$ cat src/bsn_pkg.sv
package bsn_pkg;

	// ----------------------------------------------------------------
	// datapath widths
	// ----------------------------------------------------------------
	localparam int          DATA_W  = 16;
	localparam int          AMT_W   = 4;
	localparam logic [3:0]  MAX_CNT = 4'hF;   // encoder ceiling

	// ----------------------------------------------------------------
	// shifter opcodes handled here
	// ----------------------------------------------------------------
	localparam logic [3:0] OP_LOAD_A     = 4'h8; // load_amount_a_from_port
	localparam logic [3:0] OP_LOAD_B     = 4'h9; // load_amount_b_from_port
	localparam logic [3:0] OP_ASR_PORT   = 4'hA; // arith_right_by_port_value
	localparam logic [3:0] OP_ASR_A      = 4'hB; // arith_right_by_amount_a
	localparam logic [3:0] OP_ASR_B      = 4'hC; // arith_right_by_amount_b
	localparam logic [3:0] OP_NORM_ONLY  = 4'hD; // normalise_only
	localparam logic [3:0] OP_NORM_A     = 4'hE; // normalise_store_amount_a
	localparam logic [3:0] OP_NORM_B     = 4'hF; // normalise_store_amount_b

	// ----------------------------------------------------------------
	// register map (byte addresses) and fields
	// ----------------------------------------------------------------
	localparam logic [7:0] REG_CTRL    = 8'h00;
	localparam logic [7:0] REG_AMOUNT  = 8'h04;
	localparam logic [7:0] REG_STATUS  = 8'h08;
	localparam int         CTRL_EN_BIT = 0;
	localparam int         AMT_A_LSB   = 0;
	localparam int         AMT_B_LSB   = 8;
	localparam int         ST_CNT_LSB  = 0;
	localparam int         ST_OP_LSB   = 8;
	localparam int         ST_FLAT_BIT = 16;
	localparam logic       CTRL_EN_RST = 1'b1;
	localparam logic [3:0] AMT_RST     = 4'h0;

endpackage

$ cat src/bsn_shift_if.sv
`timescale 1ns/1ps
interface bsn_shift_if;
	import bsn_pkg::*;

	// ----------------------------------------------------------------
	// shifter request, result and encoder count
	// ----------------------------------------------------------------
	logic [DATA_W-1:0] din;
	logic [AMT_W-1:0]  amt;
	logic              left;
	logic [DATA_W-1:0] dout;
	logic [AMT_W-1:0]  cnt;

	modport shifter (input din, input amt, input left, output dout);
	modport encoder (input din, output cnt);
	modport user    (output din, output amt, output left,
	                 input dout, input cnt);
endinterface

$ cat src/bsn_shift_top.sv
`timescale 1ns/1ps
// Summary of operation
// - Opcode 8 loads amount register A from the shift-value port at the closing edge.
// - Opcode 9 loads amount register B from the shift-value port at the closing edge.
// - During either load opcode the shifter output is the unshifted input.
// - Opcode A arithmetic-right-shifts the input by the 4-bit port value.
// - Opcode B arithmetic-right-shifts the input by amount register A.
// - Opcode C arithmetic-right-shifts the input by amount register B.
// - Every arithmetic right shift fills the vacated top bits with the original msb.
// - Opcodes D, E and F left-shift the input by the priority encoder count.
// - In a normalise the count is driven on the shift-value port only while its low enable is asserted.
// - The count is the left shift, at most 15, that makes the top two result bits differ.
// - Normalising drops the bits shifted out at the top and fills the bottom with zeros.
// - Opcode E also stores the count into amount register A at the closing edge.
// - Opcode F also stores the count into amount register B at the closing edge.
// - Opcode D leaves both amount registers unchanged.
module bsn_shift_top (
	// clock and reset
	input  wire logic                        clk_i,
	input  wire logic                        rst_i,
	// wishbone slave
	input  wire logic                        wb_cyc_i,
	input  wire logic                        wb_stb_i,
	input  wire logic                        wb_we_i,
	input  wire logic [7:0]                  wb_adr_i,
	input  wire logic [3:0]                  wb_sel_i,
	input  wire logic [31:0]                 wb_dat_i,
	output      logic [31:0]                 wb_dat_o,
	output      logic                        wb_ack_o,
	// shifter instruction and operand
	input  wire logic                        instr_valid_i,
	input  wire logic [3:0]                  instr_op_i,
	input  wire logic [bsn_pkg::DATA_W-1:0]  data_i,
	output      logic [bsn_pkg::DATA_W-1:0]  data_o,
	// shift-value port
	input  wire logic [bsn_pkg::AMT_W-1:0]   shift_value_port_i,
	output      logic [bsn_pkg::AMT_W-1:0]   shift_value_port_o,
	output      logic                        shift_value_port_oe_o,
	input  wire logic                        shift_value_out_enable_n_i
);
	import bsn_pkg::*;

	// ----------------------------------------------------------------
	// state
	// ----------------------------------------------------------------
	typedef struct packed {
		logic [AMT_W-1:0]  amt_a;      // shift_amount_reg_a
		logic [AMT_W-1:0]  amt_b;      // shift_amount_reg_b
		logic [DATA_W-1:0] dout;       // registered shifter result
		logic [AMT_W-1:0]  last_cnt;   // count of last normalise
		logic [3:0]        last_op;    // last executed opcode
		logic              flat;       // last normalise saw no edge
		logic              exec_en;    // instructions take effect
		logic              ack;
		logic [31:0]       rdata;
	} bsn_state_s;

	bsn_state_s st_reg;
	bsn_state_s st_next;

	bsn_shift_if sh ();

	logic              exec;
	logic              is_load;
	logic              is_asr;
	logic              is_norm;
	logic              wb_req;
	logic              wb_wr;
	logic [5:0]        wb_word;
	logic [DATA_W-1:0] asr_ref;
	logic [DATA_W-1:0] asr_a_ref;
	logic [DATA_W-1:0] asr_b_ref;
	logic [DATA_W-1:0] norm_ref;

	// ----------------------------------------------------------------
	// instruction decode
	// ----------------------------------------------------------------
	// software can park the block: instructions then have no effect
	assign exec    = instr_valid_i & st_reg.exec_en;
	assign is_load = (instr_op_i == OP_LOAD_A) |
	                 (instr_op_i == OP_LOAD_B);
	assign is_asr  = (instr_op_i == OP_ASR_PORT) |
	                 (instr_op_i == OP_ASR_A) |
	                 (instr_op_i == OP_ASR_B);
	assign is_norm = (instr_op_i == OP_NORM_ONLY) |
	                 (instr_op_i == OP_NORM_A) |
	                 (instr_op_i == OP_NORM_B);

	// ----------------------------------------------------------------
	// shifter and encoder
	// ----------------------------------------------------------------
	bsn_shifter u_shifter (
		.sh (sh.shifter)
	);

	bsn_norm_enc u_enc (
		.en (sh.encoder)
	);

	// operand straight from the data input, outside the loop below
	assign sh.din = data_i;

	// shift direction and amount selection
	always_comb begin
		sh.left = is_norm;
		case (instr_op_i)
			OP_ASR_PORT: sh.amt = shift_value_port_i;
			OP_ASR_A:    sh.amt = st_reg.amt_a;
			OP_ASR_B:    sh.amt = st_reg.amt_b;
			OP_NORM_ONLY,
			OP_NORM_A,
			OP_NORM_B:   sh.amt = sh.cnt;
			default:     sh.amt = '0;
		endcase
	end

	// ----------------------------------------------------------------
	// shift-value port drive
	// ----------------------------------------------------------------
	// count leaves only in a normalise with the low enable asserted
	assign shift_value_port_o    = sh.cnt;
	assign shift_value_port_oe_o = exec & is_norm &
	                               ~shift_value_out_enable_n_i;

	// ----------------------------------------------------------------
	// bus decode
	// ----------------------------------------------------------------
	// write lands at the edge where ack is already high
	assign wb_req  = wb_cyc_i & wb_stb_i;
	assign wb_wr   = wb_req & wb_we_i & st_reg.ack;
	assign wb_word = wb_adr_i[7:2];

	// ----------------------------------------------------------------
	// next state
	// ----------------------------------------------------------------
	always_comb begin
		st_next     = st_reg;
		st_next.ack = wb_req & ~st_reg.ack;

		// register reads, sampled with the rising ack
		if (wb_req & ~st_reg.ack) begin
			st_next.rdata = '0;
			case (wb_word)
				REG_CTRL[7:2]: begin
					st_next.rdata[CTRL_EN_BIT] = st_reg.exec_en;
				end
				REG_AMOUNT[7:2]: begin
					st_next.rdata[AMT_A_LSB +: AMT_W] = st_reg.amt_a;
					st_next.rdata[AMT_B_LSB +: AMT_W] = st_reg.amt_b;
				end
				REG_STATUS[7:2]: begin
					st_next.rdata[ST_CNT_LSB +: AMT_W] = st_reg.last_cnt;
					st_next.rdata[ST_OP_LSB +: 4]      = st_reg.last_op;
					st_next.rdata[ST_FLAT_BIT]         = st_reg.flat;
				end
				default: begin
					st_next.rdata = '0;
				end
			endcase
		end

		// register writes; status and unmapped words ignore them
		if (wb_wr) begin
			case (wb_word)
				REG_CTRL[7:2]: begin
					if (wb_sel_i[0]) begin
						st_next.exec_en = wb_dat_i[CTRL_EN_BIT];
					end
				end
				REG_AMOUNT[7:2]: begin
					if (wb_sel_i[0]) begin
						st_next.amt_a = wb_dat_i[AMT_A_LSB +: AMT_W];
					end
					if (wb_sel_i[1]) begin
						st_next.amt_b = wb_dat_i[AMT_B_LSB +: AMT_W];
					end
				end
				default: begin
					st_next.rdata = st_reg.rdata;
				end
			endcase
		end

		// instruction execution; hardware loads win over the bus
		if (exec) begin
			st_next.last_op = instr_op_i;
			if (is_load | is_asr | is_norm) begin
				st_next.dout = sh.dout;
			end else begin
				st_next.dout = data_i;
			end
			if (is_norm) begin
				st_next.last_cnt = sh.cnt;
				st_next.flat     = (sh.cnt == MAX_CNT) &
				                   (data_i[0] == data_i[DATA_W-1]);
			end
			case (instr_op_i)
				OP_LOAD_A: st_next.amt_a = shift_value_port_i;
				OP_LOAD_B: st_next.amt_b = shift_value_port_i;
				OP_NORM_A: st_next.amt_a = sh.cnt;
				OP_NORM_B: st_next.amt_b = sh.cnt;
				default: begin
					st_next.amt_a = st_next.amt_a;
				end
			endcase
		end
	end

	// ----------------------------------------------------------------
	// state register
	// ----------------------------------------------------------------
	always_ff @(posedge clk_i) begin
		if (rst_i) begin
			st_reg          <= '0;
			st_reg.amt_a    <= AMT_RST;
			st_reg.amt_b    <= AMT_RST;
			st_reg.exec_en  <= CTRL_EN_RST;
		end else begin
			st_reg <= st_next;
		end
	end

	// outputs
	assign data_o   = st_reg.dout;
	assign wb_dat_o = st_reg.rdata;
	assign wb_ack_o = st_reg.ack;

	// ----------------------------------------------------------------
	// checks
	// ----------------------------------------------------------------
	// independent reference for the port-amount right shift
	assign asr_ref = DATA_W'($signed(data_i) >>> shift_value_port_i);

	// held-amount right shifts and the normalise left shift
	assign asr_a_ref = DATA_W'($signed(data_i) >>> st_reg.amt_a);
	assign asr_b_ref = DATA_W'($signed(data_i) >>> st_reg.amt_b);
	assign norm_ref  = DATA_W'(data_i << shift_value_port_o);
endmodule // bsn_shift_top

$ cat src/bsn_shifter.sv
`timescale 1ns/1ps
module bsn_shifter (
	// shift request and result
	bsn_shift_if.shifter sh
);
	import bsn_pkg::*;

	// ----------------------------------------------------------------
	// arithmetic right or zero-filling left shift
	// ----------------------------------------------------------------
	// right: vacated top bits copy the original msb
	// left: top bits drop out, low bits fill with zero
	always_comb begin
		for (int i = 0; i < DATA_W; i++) begin
			if (sh.left) begin
				sh.dout[i] = (i >= int'(sh.amt)) ?
					sh.din[i - int'(sh.amt)] : 1'b0;
			end else begin
				sh.dout[i] = (i + int'(sh.amt) < DATA_W) ?
					sh.din[i + int'(sh.amt)] : sh.din[DATA_W-1];
			end
		end
	end

endmodule // bsn_shifter

$ cat src/bsn_norm_enc.sv
`timescale 1ns/1ps
module bsn_norm_enc (
	// operand in, count out
	bsn_shift_if.encoder en
);
	import bsn_pkg::*;

	// ----------------------------------------------------------------
	// priority encoder
	// ----------------------------------------------------------------
	// highest bit that differs from the msb sets the count;
	// a flat operand has none and reports the ceiling
	always_comb begin
		en.cnt = MAX_CNT;
		for (int i = 0; i < DATA_W - 1; i++) begin
			if (en.din[i] != en.din[DATA_W-1]) begin
				en.cnt = AMT_W'(DATA_W - 2 - i);
			end
		end
	end

endmodule // bsn_norm_enc

$ cat config.mk
export PLATFORM = sky130hd
export DESIGN_NAME = bsn_shift_top
export DESIGN_NICKNAME = d
export VERILOG_FILES = /design/src/bsn_pkg.sv /design/src/bsn_shift_if.sv /design/src/bsn_shift_top.sv /design/src/bsn_shifter.sv /design/src/bsn_norm_enc.sv
export SDC_FILE = /design/constraint.sdc
export NUM_CORES = 1
export LEC_CHECK = 0
export CORE_AREA = 2 2 73 145
export CTS_CLUSTER_DIAMETER = 200
export DETAILED_ROUTE_END_ITERATION = 16
export DIE_AREA = 0 0 75 147
export DONT_BUFFER_PORTS = 1
export PLACE_DENSITY = 0.8
export SLEW_MARGIN = 30
export SYNTH_ARGS = -nofsm -noshare
export SYNTH_HDL_FRONTEND = slang
export SYNTH_HIERARCHICAL = 1
export SYNTH_SLANG_ARGS = --single-unit
$ cat constraint.sdc
create_clock -name clk_i -period 11.8 [get_ports clk_i]
set_input_delay 1.77 -clock clk_i [delete_from_list [all_inputs] [get_ports clk_i]]
set_output_delay 1.77 -clock clk_i [all_outputs]
set_load 0.02 [all_outputs]
==> impl_results.md <==
* Number of synthesized flops with an enable pin at 0
* RSZ-0062 raised after global routing: no
* Setup Viol. Count Final at 0
* Initial Utilization at 0.556
* Max-slew violations at 0
* Vias after detailed routing at 4952
* Syn Area/Cell at 8.84 um2
* Share of layout cells above drive strength 1 at 0.162
* Internal Power at 0.000340 W
* CTS max path bufs at 2
* Cell area after layout at 5490 um2
* Routed Wire Length at 15800 um
* RR Startpoint: st_reg[59]$_SDFF_PP0_
* Dpl hpwl at 11500 um
* Area grow syn2layout at -0.837%
* Final net count at 665
* Core Rows at 52
* Detailed-route DRC error count at 0
* Hold_buf cts at 0
* Final period utilization at 0.534
* Cells after synthesis at 626
* Max FO, Critical Path at 42
* Post-CTS sizing at 0
* Post-Syn Area at 5530 um2
* Setup crit start kind: primary input
* Initial antenna violation count at 0
* Yosys warns at 6
* Worst Hold End: st_reg[37]$_SDFFE_PP0P_
* Reg2Reg Setup Slack at 7.44 ns
* Die width at 75 um
* Largest net degree at the start of global routing at 43
* Detail Route Antenna Nets at 0
* Iteration-0 DRC Markers at 595
* Worst R2R Path Depth at 11
* Setup bufs post-CTS at 0
* Chip height at 147 um
* Reg2reg end: data_o[8]$_SDFFE_PP0P_
* Total track usage at 0.285
* Seq cells post-synth at 44
* Mean routed wirelength per cell at 22.3 um
* Peak supply drop at 0.0888 mV
* H-tree depth at 2
* Asr flop ratio synth at 0
* First-pass DRT Iterations at 5
* CORE AREA at 9950 um2
* Clk_skew at 0.00791 ns
* Clk root buf: clkbuf_16
* CTS tree: built
* GPL Wtd Cong at 1.05
* HP Start: st_reg[37]$_SDFFE_PP0P_
* Filler cells at 881
* Top_reg_cell synth: dfxtp_1
* First-pass GRT wire length at 24800 um
* PD cells at 91.6 nW/um2
* Sw Pwr at 0.000162 W
* Fmax at 159 MHz
* Via density at 6.97
* Clock latency on the worst-skew pair at 0.28 ns
* Sequential area share after synthesis at 0.159
* Share of power burned in registers at 0.339
* CTS Buf Count at 5
* Slew headroom at 0.333
* GR Overflow Total at 0
* Setup TNS after final layout at 0 ns
* IO Port Bufs at 0
* Critical path class: primary input to register
* Final-report hold violation count at 0
* Crit path time final at 6.31 ns
* Sw frac at 0.323
* Worst-path clk slew at 0.06 ns
* Worst setup EP type: register
* Clock power share at 0.319
* Combinational Power Share at 0.342
* Run status: finished clean
* Largest register FFs at 18
* CP Data Required Time at 11.95 ns
* Hold Crit Depth at 2
* Unique masters post-synth at 74
* Tightest Pin Transition at 0.991 ns
* Cell Area, Placed at 5310 um2
* Vias in the first global route at 4732
* Hold Path Class: register to register
* Number of diodes at 0
* Clock Sink Count at 44
* Worst Setup SP: data_i[5]
* WP data arrival at 6.45 ns
* MaxCap Viol Count at 0
* Leakage Power at 1.97 nW
* # IOs at 129
* Die ar. at 11000 um2
-- per-layer routing --
layer / vias to the layer above / share of wire / track usage
met5: - / 0 / 0
met4: 0 / 0.037 / 0.0893
met3: 58 / 0.095 / 0.0652
met2: 303 / 0.48 / 0.444
met1: 2395 / 0.39 / 0.388
li1: 2196 / - / -
-- kinds of logic after synthesis --
family | synth area share
compound gates | 0.159
xor+xnor | 0.0204
fa+ha+maj | 0.0362
buf+inv | 0.115
flops | 0.159
mux | 0.339
other cells | 0.000678
simple gates | 0.171
-- per-stage QoR --
stage          setup slack [ns]  power [W]  hold slack (ns)   util  cells
2_1_floorplan              5.35   0.000327            0.432      -    648
3_3_place_gp               5.16   0.000337            0.435  0.532    702
3_5_place_dp               5.08   0.000340            0.443  0.533    702
4_1_cts                    5.35   0.000500            0.452  0.551    710
5_1_grt                    5.34   0.000523            0.463  0.551    710
6_report                   5.49   0.000502            0.452  0.551    710
-- synth_stat cells, drive strengths merged (4+ instances only) --
cell type	n	area [um2]
a31oi	4	25.0
and2	5	32.5
mux2	29	342
nand2	45	169
a221oi	8	70.1
o22ai	8	50.1
a22oi	5	37.5
clkbuf	19	73.8
a211oi	18	135
nor3	20	105
mux2i	78	781
dfxtp	44	881
nand2b	5	31.3
a21oi	26	130
o221ai	4	35.0
nor2b	6	37.5
ha	16	200
nor2	64	240
buf	71	512
mux4	33	754
xnor2	9	86.3
a221o	10	100
o21ai	8	43.8
inv	13	48.8
o31ai	6	45.0
nor3b	5	53.8
nor4	5	31.3
nand3	18	90.1
or3	5	31.3
-- worst max-delay path, cell delays in order --
cell,delay (ns)
nor2b_1,0.11
o21ai_0,0.21
nand4b_1,0.13
a31oi_1,0.18
buf_4,0.21
mux2i_1,0.14
o22ai_4,0.16
buf_4,0.47
inv_1,0.08
buf_4,0.26
ha_2,0.76
mux4_2,0.59
mux4_2,0.52
mux4_2,0.52
mux2i_1,0.18
a211oi_1,0.09
-- power groups by stage --
stage	clock [W]	combinational [W]	sequential (W)
CTS	0.000162	0.000167	0.000171
global route	0.000168	0.000183	0.000171
global placement	0	0.000163	0.000173
floorplan	0	0.000164	0.000163
detailed placement	0	0.000166	0.000174
finish	0.000160	0.000172	0.000170
-- placed cells by master, fill, tap and decap left out, drive strengths merged, types with 3 or more instances in the layout --
cell    instances
ha             16
buf             9
a211oi         18
mux2           29
inv            13
nand2b          5
xor2            3
o221ai          4
mux2i          78
mux4           33
clkbuf          6
a311oi          3
and2            5
a21oi          26
xnor2           9
o21ai           8
nor3b           5
nor4            5
nand3          18
nor3           20
conb           23
nand2          45
dfxtp          44
a31oi           4
a22oi           5
a221o          10
o31ai           6
a221oi          8
o22ai           8
or3             5
nor2b           6
nor2           64
-- area by class of cell --
type | count | area, um2 | share of cell area
multi-input cells | 501 | 4140 | 0.755
flip-flops and latches | 44 | 881 | 0.161
well taps | 135 | 169 | 0.0308
clock buffers | 6 | 139 | 0.0253
repair buffers | 9 | 67.6 | 0.0123
inverters | 13 | 48.8 | 0.00890
clock inverters | 2 | 38.8 | 0.00707
-- worst max path at each step --
stage | to | slack (ns) | cells past startpoint
finish | data_o[8]$_SDFFE_PP0P_ | 5.49 | 16
global placement | data_o[8]$_SDFFE_PP0P_ | 5.16 | 16
CTS | data_o[8]$_SDFFE_PP0P_ | 5.35 | 16
floorplan | data_o[8]$_SDFFE_PP0P_ | 5.35 | 16
detailed placement | data_o[8]$_SDFFE_PP0P_ | 5.08 | 16
global route | data_o[8]$_SDFFE_PP0P_ | 5.34 | 16
(Power assumes the default switching activity.)
